`config.mk`:
```
export PLATFORM = sky130hd
export DESIGN_NAME = scs_clock_selector
export DESIGN_NICKNAME = d
export VERILOG_FILES = /design/src/scs_clock_selector.v
export VERILOG_INCLUDE_DIRS = /design/src
export SDC_FILE = /design/constraint.sdc
export NUM_CORES = 1
export LEC_CHECK = 0
export BUFFER_PORTS_ARGS = -buffer_cell sky130_fd_sc_hd__buf_4
export CAP_MARGIN = 20
export CORE_MARGIN = 10
export CORE_UTILIZATION = 55
export CTS_BUF_LIST = sky130_fd_sc_hd__clkbuf_16
export DETAILED_ROUTE_END_ITERATION = 10
export PLACE_DENSITY_LB_ADDON = 0.1
export SLEW_MARGIN = 20
export SYNTH_ARGS = -nofsm -noshare
export SYNTH_HDL_FRONTEND = slang
export SYNTH_SLANG_ARGS = --single-unit
```
`constraint.sdc`:
```
create_clock -name pclk -period 3.6 [get_ports pclk]
set_input_delay 0.36 -clock pclk [delete_from_list [all_inputs] [get_ports pclk]]
set_output_delay 0.36 -clock pclk [all_outputs]
set_load 0.05 [all_outputs]
```
`src/scs_map.vh`:
```
// Register map, field positions, reset values and timings of the clock selector.
`ifndef SCS_MAP_VH
`define SCS_MAP_VH

// Register byte addresses.
`define SCS_ADDR_SYS_CLK_CTRL    8'h00
`define SCS_ADDR_FAST_OSC_CTRL   8'h04
`define SCS_ADDR_CRYSTAL_CTRL    8'h08
`define SCS_ADDR_PIN_SHARE_CTRL  8'h0C

// System clock control fields.
`define SCS_SCC_SEL_HI           7
`define SCS_SCC_SEL_LO           5
`define SCS_SCC_FSS_BIT          2
`define SCS_SCC_FHIDEN_BIT       1
`define SCS_SCC_FSIDEN_BIT       0
`define SCS_SCC_RESET            8'h00
`define SCS_SEL_SUB              3'h7
`define SCS_SEL_UNDIV            3'h0

// Fast oscillator control fields.
`define SCS_FAST_OSC_CONTROL_FREQ_HI        3
`define SCS_FAST_OSC_CONTROL_FREQ_LO        2
`define SCS_FAST_OSC_CONTROL_FLAG_BIT       1
`define SCS_FAST_OSC_CONTROL_EN_BIT         0
`define SCS_FAST_OSC_CONTROL_RESET          8'h01
`define SCS_FREQ_8M              2'h0
`define SCS_FREQ_ALIAS_8M        2'h3

// Crystal oscillator control fields.
`define SCS_CRYSTAL_OSC_CONTROL_MODE_HI         3
`define SCS_CRYSTAL_OSC_CONTROL_MODE_LO         2
`define SCS_CRYSTAL_OSC_CONTROL_FLAG_BIT        1
`define SCS_CRYSTAL_OSC_CONTROL_EN_BIT          0
`define SCS_CRYSTAL_OSC_CONTROL_RESET           8'h00
`define SCS_MODE_LOW_POWER       2'h0
`define SCS_MODE_QUICK           2'h1

// Pin sharing control fields: 1 connects the pin to the crystal.
`define SCS_PIN_A_BIT            0
`define SCS_PIN_B_BIT            1
`define SCS_PIN_RESET            8'h00

// Settling times in microseconds and the clock rate in MHz.
`define SCS_PCLK_MHZ             25
`define SCS_FAST_SETTLE_US       16
`define SCS_XTAL_QUICK_US        1000
`define SCS_XTAL_SLOW_US         2000
`define SCS_XTAL_HIGH_ESR_US     2000

`endif

```
`src/scs_clock_selector.v`:
```
// System clock source selector with APB control registers.
//
// Implementation choices: the address map and the APB register port.
`timescale 1ns/1ps
`default_nettype none
`include "scs_map.vh"

// Contract
// Three-bit select picks system clock, switchable live
// Fast clock divided by 2 up to 64
// Slow source bit picks RC or crystal
// Every select value maps to a real source
// Fast RC runs at 8, 12 or 16 MHz
// Software matches fast frequency to configuration
// Crystal unusable until start-up delay passes
// Drive mode: 01 quick, 00 low, 1x ESR
// Crystal works in every drive mode
// Drive mode locked while crystal drives system
// Fast oscillator on after switch per enable
// Pin-share bits connect crystal pins or I/O
// System clock gated in halt; sub clock optional
// Oscillators also clock watchdog and time base
// Fast flag clears then sets; frequency then applies
// Crystal flag clears on enable, sets when stable
// Software waits four periods after switching
// Clock switches without runts or glitches
module scs_clock_selector #(
  parameter integer FAST_SETTLE_CYC = `SCS_FAST_SETTLE_US * `SCS_PCLK_MHZ,
  parameter integer XTAL_QUICK_CYC  = `SCS_XTAL_QUICK_US * `SCS_PCLK_MHZ,
  parameter integer XTAL_SLOW_CYC   = `SCS_XTAL_SLOW_US * `SCS_PCLK_MHZ,
  parameter integer XTAL_ESR_CYC    = `SCS_XTAL_HIGH_ESR_US * `SCS_PCLK_MHZ
) (
  input  wire        pclk,              // Bus and sampling clock.
  input  wire        presetn,           // Asynchronous reset, active low.
  input  wire        psel,              // APB select.
  input  wire        penable,           // APB access phase.
  input  wire        pwrite,            // APB direction, high for write.
  input  wire [7:0]  paddr,             // APB byte address.
  input  wire [31:0] pwdata,            // APB write data.
  output wire [31:0] prdata,            // APB read data.
  output wire        pready,            // APB ready.
  output wire        pslverr,           // APB error on unmapped address.
  input  wire        cpu_halt,          // CPU halted, same clock domain.
  input  wire        fast_osc_clk,      // Fast RC oscillator output.
  input  wire        slow_rc_clk,       // Slow RC oscillator output.
  input  wire        crystal_clk,       // Crystal oscillator output.
  output wire        sys_clk,           // Selected system clock.
  output wire        sub_clk,           // Sub clock for peripherals.
  output wire        wdt_clk,           // Watchdog clock, always running.
  output wire        time_base_clk,     // Time-base clock.
  output wire        fast_osc_run,      // Fast oscillator enable.
  output wire [1:0]  fast_freq_code,    // Applied fast frequency code.
  output wire        crystal_osc_run,   // Crystal oscillator enable.
  output wire [1:0]  crystal_drive_out, // Crystal drive mode to analog.
  output wire        crystal_pin_a_osc, // Pin A connected to crystal.
  output wire        crystal_pin_b_osc  // Pin B connected to crystal.
);

  ////////////////////////////////////////////////////////////////////////////
  // Helper functions.

  // Half period of the divided fast clock in fast-source rising edges.
  function [5:0] half_count;
    input [2:0] sel;
    begin
      half_count = 6'h01 << (sel - 3'h1);
    end
  endfunction

  // The spare code 11 runs the fast RC at 8 MHz.
  function [1:0] norm_freq;
    input [1:0] code;
    begin
      norm_freq = (code == `SCS_FREQ_ALIAS_8M) ? `SCS_FREQ_8M : code;
    end
  endfunction

  // Start-up time for a given crystal drive mode.
  function [31:0] xtal_wait;
    input [1:0] mode;
    begin
      if (mode[1])
        xtal_wait = XTAL_ESR_CYC;
      else if (mode == `SCS_MODE_QUICK)
        xtal_wait = XTAL_QUICK_CYC;
      else
        xtal_wait = XTAL_SLOW_CYC;
    end
  endfunction

  ////////////////////////////////////////////////////////////////////////////
  // Declarations.

  // Reset words, sliced per field so no value is silently truncated.
  localparam [7:0] SCC_RST   = `SCS_SCC_RESET;
  localparam [7:0] FAST_OSC_CONTROL_RST = `SCS_FAST_OSC_CONTROL_RESET;
  localparam [7:0] CRYSTAL_OSC_CONTROL_RST  = `SCS_CRYSTAL_OSC_CONTROL_RESET;
  localparam [7:0] PIN_RST   = `SCS_PIN_RESET;

  reg  [2:0]  sel_ff;           // Requested system clock select.
  reg         fss_ff;           // Requested slow source.
  reg         fhiden_ff;        // Fast oscillator kept in halt.
  reg         fsiden_ff;        // Slow oscillator kept in halt.
  reg  [1:0]  freq_ff;          // Requested fast frequency.
  reg         fast_en_ff;       // Fast oscillator enable bit.
  reg         fast_flag_ff;     // Fast oscillator stable.
  reg  [31:0] fast_cnt_ff;      // Fast settle counter.
  reg  [1:0]  mode_ff;          // Crystal drive mode.
  reg         xtal_en_ff;       // Crystal enable bit.
  reg         xtal_flag_ff;     // Crystal stable.
  reg  [31:0] xtal_cnt_ff;      // Crystal start-up counter.
  reg  [1:0]  pin_ff;           // Pin sharing bits.
  reg  [31:0] prdata_ff;
  reg         pready_ff;
  reg         pslverr_ff;
  reg  [1:0]  fast_sync_ff;     // Two-flop synchroniser.
  reg  [1:0]  rc_sync_ff;
  reg  [1:0]  xtal_sync_ff;
  reg  [2:0]  act_sel_ff;       // Select now driving the output.
  reg         act_fss_ff;
  reg         swap_ff;          // Switch in progress, output held low.
  reg  [5:0]  div_cnt_ff;
  reg         src_hist_ff;      // Selected source level, one cycle old.
  reg         sys_clk_ff;
  reg         sub_clk_ff;
  reg         wdt_clk_ff;
  reg         fast_run_ff;
  reg  [1:0]  fast_code_ff;

  wire        wr_go   = psel & penable & pready_ff & pwrite;
  wire        setup   = psel & ~penable & ~pready_ff;
  wire        hit_scc = (paddr == `SCS_ADDR_SYS_CLK_CTRL);
  wire        hit_hrc = (paddr == `SCS_ADDR_FAST_OSC_CTRL);
  wire        hit_xtc = (paddr == `SCS_ADDR_CRYSTAL_CTRL);
  wire        hit_pin = (paddr == `SCS_ADDR_PIN_SHARE_CTRL);
  wire        mapped  = hit_scc | hit_hrc | hit_xtc | hit_pin;
  wire        xtal_sys = (sel_ff == `SCS_SEL_SUB) & fss_ff;
  wire        fast_lvl = fast_sync_ff[1] & fast_flag_ff;
  wire        xtal_lvl = xtal_sync_ff[1] & xtal_flag_ff;
  wire        rc_lvl   = rc_sync_ff[1];
  wire [1:0]  new_freq = norm_freq(pwdata[`SCS_FAST_OSC_CONTROL_FREQ_HI:
                                          `SCS_FAST_OSC_CONTROL_FREQ_LO]);
  wire        fast_kick = wr_go & hit_hrc & (
                pwdata[`SCS_FAST_OSC_CONTROL_EN_BIT] & ~fast_en_ff |
                new_freq != norm_freq(freq_ff));
  wire        xtal_kick = wr_go & hit_xtc & pwdata[`SCS_CRYSTAL_OSC_CONTROL_EN_BIT] &
                          ~xtal_en_ff;
  reg  [31:0] rd_word;
  reg         sub_lvl;
  reg         src_lvl;

  ////////////////////////////////////////////////////////////////////////////
  // APB slave: no wait states, data and error registered at setup.

  // Read mux; reserved bits read as zero.
  always @* begin
    rd_word = 32'h0000_0000;
    if (hit_scc) begin
      rd_word[`SCS_SCC_SEL_HI:`SCS_SCC_SEL_LO] = sel_ff;
      rd_word[`SCS_SCC_FSS_BIT]    = fss_ff;
      rd_word[`SCS_SCC_FHIDEN_BIT] = fhiden_ff;
      rd_word[`SCS_SCC_FSIDEN_BIT] = fsiden_ff;
    end else if (hit_hrc) begin
      rd_word[`SCS_FAST_OSC_CONTROL_FREQ_HI:`SCS_FAST_OSC_CONTROL_FREQ_LO] = freq_ff;
      rd_word[`SCS_FAST_OSC_CONTROL_FLAG_BIT] = fast_flag_ff;
      rd_word[`SCS_FAST_OSC_CONTROL_EN_BIT]   = fast_en_ff;
    end else if (hit_xtc) begin
      rd_word[`SCS_CRYSTAL_OSC_CONTROL_MODE_HI:`SCS_CRYSTAL_OSC_CONTROL_MODE_LO] = mode_ff;
      rd_word[`SCS_CRYSTAL_OSC_CONTROL_FLAG_BIT] = xtal_flag_ff;
      rd_word[`SCS_CRYSTAL_OSC_CONTROL_EN_BIT]   = xtal_en_ff;
    end else if (hit_pin) begin
      rd_word[`SCS_PIN_A_BIT] = pin_ff[0];
      rd_word[`SCS_PIN_B_BIT] = pin_ff[1];
    end
  end

  // Ready rises the edge after setup, so every access takes two cycles.
  always @(posedge pclk or negedge presetn) begin
    if (!presetn) begin
      pready_ff  <= 1'b0;
      pslverr_ff <= 1'b0;
      prdata_ff  <= 32'h0000_0000;
    end else begin
      pready_ff  <= setup;
      pslverr_ff <= setup & ~mapped;
      if (setup)
        prdata_ff <= pwrite ? 32'h0000_0000 : rd_word;
    end
  end

  ////////////////////////////////////////////////////////////////////////////
  // Control registers.

  // Unmapped writes are dropped; the drive mode holds while in use.
  always @(posedge pclk or negedge presetn) begin
    if (!presetn) begin
      sel_ff     <= SCC_RST[`SCS_SCC_SEL_HI:`SCS_SCC_SEL_LO];
      fss_ff     <= 1'b0;
      fhiden_ff  <= 1'b0;
      fsiden_ff  <= 1'b0;
      freq_ff    <= FAST_OSC_CONTROL_RST[`SCS_FAST_OSC_CONTROL_FREQ_HI:`SCS_FAST_OSC_CONTROL_FREQ_LO];
      fast_en_ff <= FAST_OSC_CONTROL_RST[`SCS_FAST_OSC_CONTROL_EN_BIT];
      mode_ff    <= CRYSTAL_OSC_CONTROL_RST[`SCS_CRYSTAL_OSC_CONTROL_MODE_HI:`SCS_CRYSTAL_OSC_CONTROL_MODE_LO];
      xtal_en_ff <= 1'b0;
      pin_ff     <= {PIN_RST[`SCS_PIN_B_BIT], PIN_RST[`SCS_PIN_A_BIT]};
    end else if (wr_go) begin
      if (hit_scc) begin
        sel_ff    <= pwdata[`SCS_SCC_SEL_HI:`SCS_SCC_SEL_LO];
        fss_ff    <= pwdata[`SCS_SCC_FSS_BIT];
        fhiden_ff <= pwdata[`SCS_SCC_FHIDEN_BIT];
        fsiden_ff <= pwdata[`SCS_SCC_FSIDEN_BIT];
      end
      if (hit_hrc) begin
        freq_ff    <= pwdata[`SCS_FAST_OSC_CONTROL_FREQ_HI:`SCS_FAST_OSC_CONTROL_FREQ_LO];
        fast_en_ff <= pwdata[`SCS_FAST_OSC_CONTROL_EN_BIT];
      end
      if (hit_xtc) begin
        if (!xtal_sys)
          mode_ff <= pwdata[`SCS_CRYSTAL_OSC_CONTROL_MODE_HI:`SCS_CRYSTAL_OSC_CONTROL_MODE_LO];
        xtal_en_ff <= pwdata[`SCS_CRYSTAL_OSC_CONTROL_EN_BIT];
      end
      if (hit_pin) begin
        pin_ff[0] <= pwdata[`SCS_PIN_A_BIT];
        pin_ff[1] <= pwdata[`SCS_PIN_B_BIT];
      end
    end
  end

  ////////////////////////////////////////////////////////////////////////////
  // Stability flags and settle counters.

  // Enable or frequency change clears the flag; the code applies on set.
  always @(posedge pclk or negedge presetn) begin
    if (!presetn) begin
      fast_flag_ff <= 1'b0;
      fast_cnt_ff  <= 32'h0000_0000;
      fast_code_ff <= `SCS_FREQ_8M;
    end else if (fast_kick) begin
      fast_flag_ff <= 1'b0;
      fast_cnt_ff  <= 32'h0000_0000;
    end else if (!fast_en_ff) begin
      fast_flag_ff <= 1'b0;
      fast_cnt_ff  <= 32'h0000_0000;
    end else if (!fast_flag_ff) begin
      if (fast_cnt_ff >= FAST_SETTLE_CYC - 1) begin
        fast_flag_ff <= 1'b1;
        fast_code_ff <= norm_freq(freq_ff);
      end else begin
        fast_cnt_ff <= fast_cnt_ff + 32'h0000_0001;
      end
    end
  end

  // The crystal start-up wait depends on the drive mode in force.
  always @(posedge pclk or negedge presetn) begin
    if (!presetn) begin
      xtal_flag_ff <= 1'b0;
      xtal_cnt_ff  <= 32'h0000_0000;
    end else if (xtal_kick || !xtal_en_ff) begin
      xtal_flag_ff <= 1'b0;
      xtal_cnt_ff  <= 32'h0000_0000;
    end else if (!xtal_flag_ff) begin
      if (xtal_cnt_ff >= xtal_wait(mode_ff) - 1)
        xtal_flag_ff <= 1'b1;
      else
        xtal_cnt_ff <= xtal_cnt_ff + 32'h0000_0001;
    end
  end

  ////////////////////////////////////////////////////////////////////////////
  // Oscillator input synchronisers.

  // Oscillator outputs are asynchronous; two flops before any use.
  always @(posedge pclk or negedge presetn) begin
    if (!presetn) begin
      fast_sync_ff <= 2'h0;
      rc_sync_ff   <= 2'h0;
      xtal_sync_ff <= 2'h0;
    end else begin
      fast_sync_ff <= {fast_sync_ff[0], fast_osc_clk};
      rc_sync_ff   <= {rc_sync_ff[0], slow_rc_clk};
      xtal_sync_ff <= {xtal_sync_ff[0], crystal_clk};
    end
  end

  // An unstable crystal contributes a flat low, never a partial clock.
  always @* begin
    sub_lvl = act_fss_ff ? xtal_lvl : rc_lvl;
    src_lvl = (act_sel_ff == `SCS_SEL_SUB) ? sub_lvl : fast_lvl;
  end

  ////////////////////////////////////////////////////////////////////////////
  // Glitch-free source switch and divider.

  // A new select is taken only while the output is low, and the output
  // then waits for the new source to be low, so no runt phase appears.
  // Division counts sampled edges, so the fast source must stay under
  // half the bus clock rate to be followed faithfully.
  always @(posedge pclk or negedge presetn) begin
    if (!presetn) begin
      act_sel_ff  <= SCC_RST[`SCS_SCC_SEL_HI:`SCS_SCC_SEL_LO];
      act_fss_ff  <= 1'b0;
      swap_ff     <= 1'b1;
      div_cnt_ff  <= 6'h00;
      src_hist_ff <= 1'b0;
      sys_clk_ff  <= 1'b0;
    end else begin
      src_hist_ff <= src_lvl;
      if (cpu_halt) begin
        sys_clk_ff <= 1'b0;
      end else if (!sys_clk_ff &&
                   (sel_ff != act_sel_ff || fss_ff != act_fss_ff)) begin
        act_sel_ff <= sel_ff;
        act_fss_ff <= fss_ff;
        swap_ff    <= 1'b1;
        div_cnt_ff <= 6'h00;
      end else if (swap_ff) begin
        if (!src_lvl)
          swap_ff <= 1'b0;
      end else if (act_sel_ff == `SCS_SEL_SUB ||
                   act_sel_ff == `SCS_SEL_UNDIV) begin
        sys_clk_ff <= src_lvl;
      end else if (src_lvl && !src_hist_ff) begin
        if (div_cnt_ff == half_count(act_sel_ff) - 6'h01) begin
          div_cnt_ff <= 6'h00;
          sys_clk_ff <= ~sys_clk_ff;
        end else begin
          div_cnt_ff <= div_cnt_ff + 6'h01;
        end
      end
    end
  end

  ////////////////////////////////////////////////////////////////////////////
  // Peripheral clocks and oscillator enables.

  // The slow RC always runs the watchdog; sub clock stops in halt unless
  // kept; the fast oscillator obeys its own enable outside halt.
  always @(posedge pclk or negedge presetn) begin
    if (!presetn) begin
      sub_clk_ff  <= 1'b0;
      wdt_clk_ff  <= 1'b0;
      fast_run_ff <= 1'b1;
    end else begin
      sub_clk_ff  <= (fss_ff ? xtal_lvl : rc_lvl) &
                     ~(cpu_halt & ~fsiden_ff);
      wdt_clk_ff  <= rc_lvl;
      fast_run_ff <= fast_en_ff & ~(cpu_halt & ~fhiden_ff);
    end
  end

  assign prdata            = prdata_ff;
  assign pready            = pready_ff;
  assign pslverr           = pslverr_ff;
  assign sys_clk           = sys_clk_ff;
  assign sub_clk           = sub_clk_ff;
  assign wdt_clk           = wdt_clk_ff;
  assign time_base_clk     = sub_clk_ff;
  assign fast_osc_run      = fast_run_ff;
  assign fast_freq_code    = fast_code_ff;
  assign crystal_osc_run   = xtal_en_ff;
  assign crystal_drive_out = mode_ff;
  assign crystal_pin_a_osc = pin_ff[0];
  assign crystal_pin_b_osc = pin_ff[1];

endmodule
`default_nettype wire

```
=== Word level (Yosys, flattened, before mapping) ===
Index checks and enable logic that the tools add are counted.

* Logic and storage cells: 164
* Output and inout bits: 46
* Register bits: 138

* Shift operators: 1
* Add/sub/neg operators: 6
* Mux-type cells: 45
* $lt $le $gt $ge: 2
* Reduce and logical (&&, ||, !) cells: 24
* Equal/unequal tests: 20
* Bitwise logic cells: 37

{| class="wikitable"
|+ Operator list
! kind !! count
|-
| two-way mux 32 bit || 9
|-
| adder 32 x 1 -> 32 bit (second input constant) || 2
|-
| >= comparator 32 bit || 1
|-
| >= comparator 32 x 9 -> 1 bit (second input constant) || 1
|-
| two-way mux 16 bit || 2
|-
| subtractor 32 x 1 -> 32 bit (second input constant) || 1
|-
| two-way mux 6 bit || 5
|-
| two-way mux 1 bit || 20
|-
| bitwise AND 1 bit || 19
|-
| equality test 8 x 4 -> 1 bit (second input constant) || 2
|-
| inverter 1 bit || 14
|-
| AND reduction 2 bit || 7
|-
| AND reduction 4 bit || 3
|-
| two-way mux 2 bit || 5
|-
| equality test 8 x 3 -> 1 bit (second input constant) || 1
|-
| zero test 8 bit || 1
|-
| two-way mux 8 bit || 1
|-
| != test 2 bit (second input constant) || 4
|-
| adder 6 x 1 -> 6 bit (second input constant) || 1
|-
| equality test 3 bit (second input constant) || 2
|-
| equality test 6 bit || 1
|-
| two-way mux 3 bit || 2
|-
| nonzero test 3 bit || 2
|-
| << shifter 1 x 3 -> 6 bit (first input constant) || 1
|-
| other kinds (18) || 28
|}

=== Depth between registers and ports, before layout ===
Gate-level depths: netlist of the first run.

* Depth in word-level cells: 13
* Gate-level depth with buffers: 11

=== Least setup slack after synthesis of the first run ===
OpenSTA, ideal clock, no wires.

* Path kind: register -> register
* Start point: register mode_ff[0] (netlist: crystal_drive_out[0])
* End point: register xtal_cnt_ff[11]
* Setup time: 0.078 ns
* Arrival: 2.620 ns
* Stages on the path, launching flop included: 10
* Path buffers: 1
* Slack: 0.902 ns
* Clock period less this slack: 2.698 ns
* Data required time: 3.522 ns
* Path through: dfrtp_1 > nor2b_4 > inv_1 > ha_1 > or4_1 > o21ai_1 > o211ai_1 > buf_2 > or4_1 > a21oi_1

* Cells in the longest elaborated chain, start to end: 9

{| class="wikitable"
|+ RTL lines
! item !! RTL line !! source
|-
| from (decl) || scs_clock_selector.v:108 || <nowiki>reg [1:0] mode_ff;</nowiki>
|-
| from (signal assigned) || scs_clock_selector.v:203 || <nowiki>mode_ff <= CRYSTAL_OSC_CONTROL_RST[`SCS_CRYSTAL_OSC_CONTROL_MODE_HI:`SCS_CRYSTAL_OSC_CONTROL_MODE_LO];</nowiki>
|-
| from (signal assigned) || scs_clock_selector.v:219 || <nowiki>mode_ff <= pwdata[`SCS_CRYSTAL_OSC_CONTROL_MODE_HI:`SCS_CRYSTAL_OSC_CONTROL_MODE_LO];</nowiki>
|-
| equality test 2 x 1 -> 1 bit (no line) || n/a ||
|-
| two-way mux 16 bit || scs_clock_selector.v:84 || <nowiki>else if (mode == `SCS_MODE_QUICK)</nowiki>
|-
| two-way mux 16 bit || scs_clock_selector.v:82 || <nowiki>if (mode[1])</nowiki>
|-
| two-way mux 32 bit || scs_clock_selector.v:262 || <nowiki>end else if (!xtal_flag_ff) begin</nowiki>
|-
| two-way mux 32 bit || scs_clock_selector.v:259 || <nowiki>end else if (xtal_kick || !xtal_en_ff) begin</nowiki>
|-
| subtractor 32 x 1 -> 32 bit || scs_clock_selector.v:263 || <nowiki>if (xtal_cnt_ff >= xtal_wait(mode_ff) - 1)</nowiki>
|-
| >= comparator 32 bit || scs_clock_selector.v:263 ||
|-
| != test 2 bit (no line) || n/a ||
|-
| AND reduction 2 bit (no line) || n/a ||
|-
| to (signal assigned) || scs_clock_selector.v:266 || <nowiki>xtal_cnt_ff <= xtal_cnt_ff + 32'h0000_0001;</nowiki>
|-
| to (decl) || scs_clock_selector.v:111 || <nowiki>reg [31:0] xtal_cnt_ff;</nowiki>
|}

No other way between the ends. The select of a mux whose other input is x is not followed.
A chain may end at the register's enable or synchronous reset.

=== Worst setup path after layout of the first run ===
* Start point: register act_sel_ff[1]
* End point: register div_cnt_ff[2]

* Cells in the longest elaborated chain, start to end: 9
* Elaborated cells on any way between the ends: 21
* Those cells by class: 2 x add/sub; 5 x eq/ne; 1 x shift; 6 x mux; 7 x reduce/logical

{| class="wikitable"
|+ RTL lines
! item !! RTL line !! source
|-
| from (decl) || scs_clock_selector.v:119 || <nowiki>reg [2:0] act_sel_ff;</nowiki>
|-
| from (signal assigned) || scs_clock_selector.v:301 || <nowiki>act_sel_ff <= SCC_RST[`SCS_SCC_SEL_HI:`SCS_SCC_SEL_LO];</nowiki>
|-
| from (signal assigned) || scs_clock_selector.v:313 || <nowiki>act_sel_ff <= sel_ff;</nowiki>
|-
| subtractor 3 x 1 -> 3 bit || scs_clock_selector.v:66 || <nowiki>half_count = 6'h01 << (sel - 3'h1);</nowiki>
|-
| << shifter 1 x 3 -> 6 bit || scs_clock_selector.v:66 ||
|-
| subtractor 6 x 1 -> 6 bit || scs_clock_selector.v:324 || <nowiki>if (div_cnt_ff == half_count(act_sel_ff) - 6'h01) begin</nowiki>
|-
| equality test 6 bit || scs_clock_selector.v:324 ||
|-
| two-way mux 6 bit || scs_clock_selector.v:324 ||
|-
| two-way mux 6 bit || scs_clock_selector.v:323 || <nowiki>end else if (src_lvl && !src_hist_ff) begin</nowiki>
|-
| two-way mux 6 bit || scs_clock_selector.v:320 || <nowiki>end else if (act_sel_ff == `SCS_SEL_SUB ||</nowiki>
|-
| two-way mux 6 bit || scs_clock_selector.v:317 || <nowiki>end else if (swap_ff) begin</nowiki>
|-
| two-way mux 6 bit || scs_clock_selector.v:311 || <nowiki>end else if (!sys_clk_ff &&</nowiki>
|-
| to (signal assigned) || scs_clock_selector.v:328 || <nowiki>div_cnt_ff <= div_cnt_ff + 6'h01;</nowiki>
|-
| to (decl) || scs_clock_selector.v:122 || <nowiki>reg [5:0] div_cnt_ff;</nowiki>
|}

Parallel ways exist; a longest one is shown, timed or not. The select of a mux whose other input is x is not followed.

==> impl_metrics.yaml, run 1 <==
status:
  status: "finished, violations left"
  violations: "negative hold slack"
grt:
  grt_overflow: 0
  grt_max_degree: 54
  grt_pass1_wl_mm: 18.8
  antenna_found_initial: 0
  grt_usage_pct: 16.0
  grt_pass1_vias: 3806
synthesis:
  yosys.area_share.simple_pct: 22.2
  syn-instance-count: 511
  synth_fa_ha_area_share_pct: 2.50
  synth_top_area_share_pct: 50.9
  syn_area_um2: 5400
  synthMuxAreaShare_pct: 4.91
  syn_area_per_cell_um2: 10.6
  synth_edf_count: 0
  synth_top_cell_by_area: "dfrtp_1"
  synth_compound_area_share_pct: 9.10
  synthArstFlopShare_pct: 100
  ys_warn_count: 0
  synthTopCellsByArea: "dfrtp_1 51%, and2_1 4.5%, mux2_2 4.2%, buf_4 3.6%, nand2_1 2.7%"
  synth_top_family_by_area: "simple AND/OR/NAND/NOR gates"
  ys.flop_type: "dfrtp_1"
  synth.distinct_cells: 56
  ys_ff_latch: 113
  yosysSeqAreaShare_pct: 52.4
  synth-xor-area-share_pct: 2.92
critical_path:
  reg2reg_depth: 8
  critPathMaxFanout: 13
  worstSetupPathType: "flip-flop to flip-flop"
  setup.worst_path.end_class: "flip-flop"
  critPathRequiredTime_ns: 3.89
  cp-start-kind: "flip-flop"
  critPathArrivalTime_ns: 3.22
  r2r-end: "div_cnt_ff[2]$_DFFE_PN0P_"
  r2r_start: "act_sel_ff[1]$_DFFE_PN0P_"
  reg2reg_slack_ns: 0.68
pwr:
  fin_total_pwr_mw: 3.07
  cellPowerDensity_nw_per_um2: 481
  swShare_pct: 23.8
  pwr-share-comb_pct: 5.0
  ir_drop_mv: 0.328
  pwr-share-clk_pct: 53.1
  leakagePower_nw: 3.04
  sequentialPowerShare_pct: 41.9
  netSwitchingPower_mw: 0.730
  p_int_mw: 2.34
drt:
  ant_nets: 0
  first_iter_violations: 218
  drc_errors: 0
  drt_first_pass_iters: 4
  drt_wl_total_mm: 11.0
  wl_per_cell_um: 15.5
  routed_via_density: 5.46
  vias: 3872
clock_network:
  cts_root_buf: "clkbuf_16"
  clk_pin_slew_ns: 0.06
  cts_tree: "built"
  hold_buffers: 0
  post_cts_buffers: 0
  cts_buffers: 17
  clock-sinks: 113
  cts_resized: 0
  cts_max_level: 4
  clock_path_buffers: 2
  insertion_delay_ns: 0.41
cells_and_area:
  drive_gt1_share_pct: 19.6
  num_antenna_cells: 0
  synthToLayoutAreaGrowth_pct: 18.0
  nFillCells: 788
  final_nets: 622
  fin_area_um2: 6380
die:
  rows: 36
  coreArea_um2: 9680
  die_x_um: 119
  die_h_um: 119
  initial_core_util_pct: 55.8
  ios: 95
  die_area_um2: 14200
sta:
  rsz0062_at_grt: "no"
  worst_clock_skew_ns: 0.00968
  slew_violations: 0
  totalNegativeSetupSlack_ns: 0
  period_minus_slack_ns: 2.92
  whs_ns: -0.00490
  max_clock_freq_mhz: 342
  setup_viol: 0
  tightest_slew_ns: 0.664
  hold_viol_final: 12
  period_share_pct: 81.2
  relSlewSlack_pct: 55.7
flow_run:
  cap_violations: 0
placement:
  dpl_cell_area_um2: 5790
  detailed_place_hpwl_mm: 7.82
  io_buffers: 44
  finalWeightedCongestion: 0.831
worst_hold_path:
  hold_class: "primary input to async pin"
## state kept, by name, indices dropped and copies added (netlist names), 2 cells and up
| signal | cells |
|---|---|
| fast_cnt_ff | 32 |
| crystal_drive_out | 2 |
| xtal_sync_ff | 2 |
| rc_sync_ff | 2 |
| xtal_cnt_ff | 32 |
| act_sel_ff | 3 |
| freq_ff | 2 |
| prdata | 7 |
| fast_sync_ff | 2 |
| div_cnt_ff | 6 |
| fast_freq_code | 2 |
| sel_ff | 3 |
| pin_ff | 2 |
## cell type report
class                           count  area, um2  share of cell area [%]
Clock buffer                       17        425                    6.67
Clock inverter                     15        158                    2.47
Inverter                           15       56.3                   0.883
Multi-Input combinational cell    365       2340                    36.8
Sequential cell                   113       2830                    44.4
Tap cell                          133        166                    2.61
Timing Repair Buffer               51        395                    6.20
## worst max path at each step
stage | startpoint | to | slack [ns]
2_1_floorplan | crystal_drive_out[0]$_DFFE_PN0P_ | xtal_cnt_ff[11]$_DFFE_PN0P_ | 0.90
3_3_place_gp | act_sel_ff[1]$_DFFE_PN0P_ | div_cnt_ff[3]$_DFFE_PN0P_ | 0.89
3_5_place_dp | act_sel_ff[1]$_DFFE_PN0P_ | div_cnt_ff[4]$_DFFE_PN0P_ | 0.77
4_1_cts | act_sel_ff[1]$_DFFE_PN0P_ | div_cnt_ff[2]$_DFFE_PN0P_ | 0.65
5_1_grt | act_sel_ff[1]$_DFFE_PN0P_ | div_cnt_ff[2]$_DFFE_PN0P_ | 0.49
6_report | act_sel_ff[1]$_DFFE_PN0P_ | div_cnt_ff[2]$_DFFE_PN0P_ | 0.68
## layout by cell type (no fill, tap or decap), drive strengths merged, types with 11 or more instances in the layout
cell	netlist	routed
dfrtp	110	110
buf	31	51
nand2	39	39
and2	39	39
conb	1	26
nor2	25	25
a21oi	23	23
mux2	20	20
inv	15	19
clkbuf	12	17
nand3	16	16
nor4	16	16
nor3	12	12
o21ai	12	12
or4	11	11
o31ai	11	11
## metrics by stage
stage	worst slack (ns)	instances	utilization, %
2_1_floorplan	0.902	536	-
3_3_place_gp	0.885	676	59.6
3_5_place_dp	0.769	677	59.8
4_1_cts	0.652	709	65.9
5_1_grt	0.495	709	65.9
6_report	0.676	709	65.9
## power by group through the flow
stage,clock network (mW),logic (mW),registers [mW]
2_1_floorplan,0,0.102,1.32
3_5_place_dp,0,0.153,1.31
6_report,1.63,0.153,1.28
3_3_place_gp,0,0.149,1.31
4_1_cts,1.65,0.153,1.28
5_1_grt,1.71,0.166,1.29
## layer usage
metal  track usage [%]  wire (um)
met5                 0          0
met4              5.27        110
met3              5.57        769
met2              24.7       5000
met1              20.6       5120
## worst max-delay path: stages (launching register included)
cell	delay (ns)
dfrtp_1	0.56
or3b_2	0.48
ha_1	0.24
nor4bb_1	0.36
a31oi_1	0.09
xnor2_1	0.17
o31ai_2	0.51
nor3b_1	0.11
a211o_1	0.28
## logic make-up (layout without fill, tap and decap cells)
family                   Yosys count  count (layout)
AO/OA/AOI/OAI                     73              73
XOR/XNOR                          18              18
adder cells (fa/ha/maj)           11              11
buffers and inverters             58              98
flip-flops                       113             113
multiplexers                      24              24
other                              1              26
AND/OR/NAND/NOR                  213             213
## cell usage after synthesis (all sizes together), types with 11 or more instances
library cell,count
o21ai,12
clkbuf,12
nand2,39
buf,31
inv,15
o31ai,11
nand3,16
nor3,12
mux2,20
nor2,25
a21oi,23
or4,11
dfrtp,110
nor4,16
and2,39
No activity file was read; power rests on OpenSTA's default activity.
==> run 2, diff against run 1 <==
- CORE_UTILIZATION: 55 -> 51
- clock period: 3.6 -> 2.56 ns (I/O delays scaled with it)
==> run 2 against run 1 <==
Against the previous run: the flow now finishes without violations; hold slack gained 0.080 ns; sequential power up 41%; critical path depth up 1; clock skew fell by 0.0033 ns; total power increased by 41%; critical endpoint is now xtal_cnt_ff[9]$_DFFE_PN0P_; largest power group unchanged.
==> impl_metrics.yaml, run 2 (synthesis gave the netlist of run 1 again) <==
status:
  status: "finished, final reports clean"
critical_path:
  reg2reg_depth: 9
  critPathRequiredTime_ns: 2.88
  critPathMaxFanout: 5
  crit_path_start: "crystal_drive_out[1]$_DFFE_PN0P_"
  r2r-end: "xtal_cnt_ff[9]$_DFFE_PN0P_"
  crit_path_end: "xtal_cnt_ff[9]$_DFFE_PN0P_"
  worstSetupPathType: "flip-flop to flip-flop"
  critPathArrivalTime_ns: 2.86
  cp-start-kind: "flip-flop"
  r2r_start: "crystal_drive_out[1]$_DFFE_PN0P_"
  reg2reg_slack_ns: 0.02
  setup.worst_path.end_class: "flip-flop"
pwr:
  p_int_mw: 3.29
  sequentialPowerShare_pct: 41.8
  leakagePower_nw: 3.18
  cellPowerDensity_nw_per_um2: 643
  netSwitchingPower_mw: 1.04
  swShare_pct: 24.0
  pwr-share-comb_pct: 5.1
  pwr-share-clk_pct: 53.2
  ir_drop_mv: 0.418
  fin_total_pwr_mw: 4.32
cells_and_area:
  final_util_pct: 65.1
  num_antenna_cells: 0
  final_nets: 647
  layout_commonest_cell: "dfrtp_1"
  synthToLayoutAreaGrowth_pct: 24.4
  drive_gt1_share_pct: 27.5
  instances_no_fill: 737
  final_cell_mix: "108 x dfrtp_1, 69 x buf_4, 39 x nand2_1, 39 x and2_1, 26 x conb_1"
sta:
  period_share_pct: 99.2
  max_clock_freq_mhz: 394
  slew_violations: 0
  fin_ws_ns: 0.0192
  tightest_slew_ns: 0.657
  period_minus_slack_ns: 2.54
  relSlewSlack_pct: 56.2
  hold_viol_final: 0
  setup_viol: 0
  worst_clock_skew_ns: 0.00640
  rsz0062_at_grt: "yes"
grt:
  grt_pass1_wl_mm: 18.9
  grt_overflow: 0
  grt_usage_pct: 15.6
  grt_max_degree: 84
  antenna_found_initial: 0
  grt_pass1_vias: 3897
clock_network:
  cts_root_buf: "clkbuf_16"
  clk_pin_slew_ns: 0.05
  cts_buffers: 17
  clock-sinks: 113
  cts_tree: "built"
  insertion_delay_ns: 0.41
  clock_path_buffers: 2
  cts_max_level: 4
die:
  rows: 37
  die_area_um2: 15100
  ios: 95
  coreArea_um2: 10300
  die_x_um: 123
  die_h_um: 123
  initial_core_util_pct: 52.3
drt:
  drt_first_pass_iters: 4
  first_iter_violations: 228
  ant_nets: 0
  vias: 3972
  drt_wl_total_mm: 11.9
  drc_errors: 0
  wl_per_cell_um: 16.1
  routed_via_density: 5.39
worst_hold_path:
  min_from: "cpu_halt"
  hold_class: "primary input to flip-flop"
placement:
  dp_slack_ns: 0.0341
  io_buffers: 44
  dp_cells: 693
  finalWeightedCongestion: 0.841
  detailed_place_hpwl_mm: 8.00
flow_run:
  cap_violations: 0
[run 2: critical path, cell delays in order, from the launching register on]
cell and delay (ns):
dfrtp_2 0.42, nor2b_4 0.20, inv_2 0.07, ha_4 0.16, or4_4 0.42, o21ai_2 0.13
o211ai_1 0.19, buf_2 0.21, or4_1 0.51, a21oi_1 0.15
[run 2: area by class of cell]
type,count,area [um2]
Clock inverter,15,160
Timing Repair Buffer,76,594
Inverter,15,56.3
Fill cell,807,3600
Sequential cell,113,2830
Multi-Input combinational cell,365,2480
Clock buffer,17,425
Tap cell,136,170
[run 2: metrics by stage]
stage	hold slack, ns	setup TNS (ns)	instance area (um2)
6_report	0.0752	0	6720
5_1_grt	0.0701	-0.640	6720
4_1_cts	0.0593	0	6520
3_5_place_dp	0.224	0	5900
3_3_place_gp	0.215	0	5900
2_1_floorplan	-0.0396	0	5500
[run 2: metal layers]
layer | global-route usage, % | share of wire [%] | up-vias
met2 | 24.8 | 48 | 82
met5 | 0 | 0 | -
met4 | 4.86 | 0.87 | 0
met3 | 5.61 | 6.3 | 10
li1 | - | - | 1926
met1 | 19.6 | 45 | 1954
[run 2: worst min-delay path by stage]
stage | endpoint | slack, ns | depth (start not counted)
after CTS | fast_osc_run$_DFF_PN1_ | 0.06 | 2
after detailed placement | fast_cnt_ff[5]$_DFFE_PN0P_ | 0.22 | 1
after global placement | fast_cnt_ff[5]$_DFFE_PN0P_ | 0.21 | 1
after global routing | fast_osc_run$_DFF_PN1_ | 0.07 | 2
after floorplan | act_fss_ff$_DFFE_PN0P_ | -0.04 | 0
final | fast_osc_run$_DFF_PN1_ | 0.08 | 2
[run 2: power by group through the flow]
stage | clock [mW] | combinational (mW) | sequential [mW]
final | 2.30 | 0.220 | 1.81
after global routing | 2.44 | 0.237 | 1.81
after CTS | 2.34 | 0.220 | 1.81
after detailed placement | 0 | 0.215 | 1.84
after global placement | 0 | 0.212 | 1.84
after floorplan | 0 | 0.143 | 1.85
[run 2: timing repair]
item	CTS	global route
endpoints found under the hold margin	33	0
hold buffers	4	0
gates resized for setup	0	34
endpoints found under the setup margin	0	17
buffers inserted	0	6
==> run 3, diff against run 2 <==
- clock period: 2.56 -> 2.2 ns (I/O delays scaled with it)
==> run 3 against run 2 <==
Against the previous run: the flow now finishes with violations (negative setup slack); setup slack got worse by 0.26 ns; critical path depth unchanged; hold slack got worse by 0.039 ns; register-to-register slack got worse by 0.26 ns; fmax increased by 4.3%; critical endpoint is now xtal_cnt_ff[5]$_DFFE_PN0P_; largest power group unchanged.
==> impl_metrics.yaml, run 3 (synthesis gave the netlist of run 1 again) <==
status:
  status: "finished, violations left"
  violations: "negative setup slack"
clock_network:
  cts_max_level: 4
  cts_tree: "built"
  insertion_delay_ns: 0.41
  clock_path_buffers: 2
  cts_root_buf: "clkbuf_16"
  clock-sinks: 113
  cts_buffers: 17
  clk_pin_slew_ns: 0.05
drt:
  drc_errors: 0
  routed_via_density: 5.42
  first_iter_violations: 340
  wl_per_cell_um: 16.4
  drt_wl_total_mm: 12.3
  vias: 4074
  drt_first_pass_iters: 6
  ant_nets: 0
pwr:
  sequentialPowerShare_pct: 42.6
  ir_drop_mv: 0.594
  pwr-share-clk_pct: 52.2
  fin_total_pwr_mw: 4.94
  netSwitchingPower_mw: 1.22
  pwr-share-comb_pct: 5.3
  cellPowerDensity_nw_per_um2: 716
  swShare_pct: 24.8
  p_int_mw: 3.71
  leakagePower_nw: 3.26
sta:
  relSlewSlack_pct: 62.9
  tightest_slew_ns: 0.556
  slew_violations: 0
  totalNegativeSetupSlack_ns: -3.83
  hold_viol_final: 0
  rsz0062_at_grt: "yes"
  worst_clock_skew_ns: 0.00844
  period_minus_slack_ns: 2.44
  period_share_pct: 111
  fin_ws_ns: -0.236
  max_clock_freq_mhz: 411
  setup_viol: 25
critical_path:
  critPathMaxFanout: 8
  critPathRequiredTime_ns: 2.53
  worstSetupPathType: "flip-flop to flip-flop"
  cp-start-kind: "flip-flop"
  critPathArrivalTime_ns: 2.76
  setup.worst_path.end_class: "flip-flop"
die:
  die_h_um: 123
  rows: 37
  initial_core_util_pct: 52.3
  coreArea_um2: 10300
  die_x_um: 123
  die_area_um2: 15100
  ios: 95
cells_and_area:
  drive_gt1_share_pct: 28.6
  fin_area_um2: 6900
  final_cell_mix: "108 x dfrtp_1, 81 x buf_4, 39 x nand2_1, 39 x and2_1, 26 x conb_1"
  layout_commonest_cell: "dfrtp_1"
  synthToLayoutAreaGrowth_pct: 27.7
  num_antenna_cells: 0
  seq_area_um2: 2830
  multiInputGateArea_um2: 2550
  nFillCells: 811
  final_util_pct: 66.8
  final_nets: 661
placement:
  io_buffers: 44
  dp_slack_ns: -0.206
  detailed_place_hpwl_mm: 8.18
  finalWeightedCongestion: 0.795
  dpl_cell_area_um2: 6050
grt:
  grt_usage_pct: 16.8
  grt_max_degree: 42
  grt_pass1_vias: 4101
  grt_overflow: 0
  grt_pass1_wl_mm: 20.1
  antenna_found_initial: 0
worst_hold_path:
  hold_class: "primary input to flip-flop"
flow_run:
  cap_violations: 0
==> run 3: path summary, 6_finish.rpt <==
check	slack, ns	cells after the start	end	startpoint
min in group asynchronous	0.29	2	fast_cnt_ff[4]$_DFFE_PN0P_	presetn
max in group asynchronous	1.22	3	fast_cnt_ff[12]$_DFFE_PN0P_	presetn
min reg2reg	0.35	0	rc_sync_ff[1]$_DFF_PN0_	rc_sync_ff[0]$_DFF_PN0_
min	0.04	2	fast_osc_run$_DFF_PN1_	cpu_halt
max	-0.24	9	xtal_cnt_ff[5]$_DFFE_PN0P_	crystal_drive_out[1]$_DFFE_PN0P_
max reg2reg	-0.24	9	xtal_cnt_ff[5]$_DFFE_PN0P_	crystal_drive_out[1]$_DFFE_PN0P_
==> run 3: through the flow <==
stage	std cells	hold slack [ns]
after floorplan	536	-0.0756
after global placement	706	0.184
after detailed placement	706	0.186
after CTS	749	0.0117
after global routing	751	0.0222
final	751	0.0358
==> run 3: routing by layer <==
layer | vias to the layer above | track usage (%) | share of wire [%]
li1 | 1953 | - | -
met1 | 2009 | 21.1 | 44
met2 | 99 | 26.3 | 49
met3 | 13 | 5.97 | 6.2
met4 | 0 | 6.04 | 1.6
met5 | - | 0 | 0
==> run 3: power groups by stage <==
stage                     Clock [mW]  Sequential (mW)  Combinational [mW]
after floorplan                    0             2.15               0.167
after global placement             0             2.14               0.251
after detailed placement           0             2.14               0.253
after CTS                       2.63             2.10               0.261
after global routing            2.73             2.10               0.281
final                           2.58             2.10               0.260
==> run 3: cell type report <==
class	count	area share, %
Multi-Input combinational cell	365	36.9
Clock inverter	15	1.99
Tap cell	136	2.47
Inverter	15	0.816
Clock buffer	17	6.17
Sequential cell	113	41.1
Timing Repair Buffer	90	10.6
==> run 3: what timing repair did <==
| action | 4_1_cts | 5_1_grt |
|---|---|---|
| endpoints found under the hold margin | 29 | 0 |
| cloned | 1 | 1 |
| buffers inserted | 7 | 2 |
| hold buffers | 4 | 0 |
| gates resized for setup | 12 | 20 |
| endpoints found under the setup margin | 22 | 25 |
| pin swaps | 17 | 15 |
==> run 3: critical path, stage by stage (launching register included) <==
cell      delay [ns]
dfrtp_2         0.42
nor2b_4         0.16
inv_2           0.08
ha_4            0.15
or4_1           0.41
o21ai_1         0.15
o211ai_1        0.16
buf_4           0.21
or4_4           0.47
a21oi_1         0.15
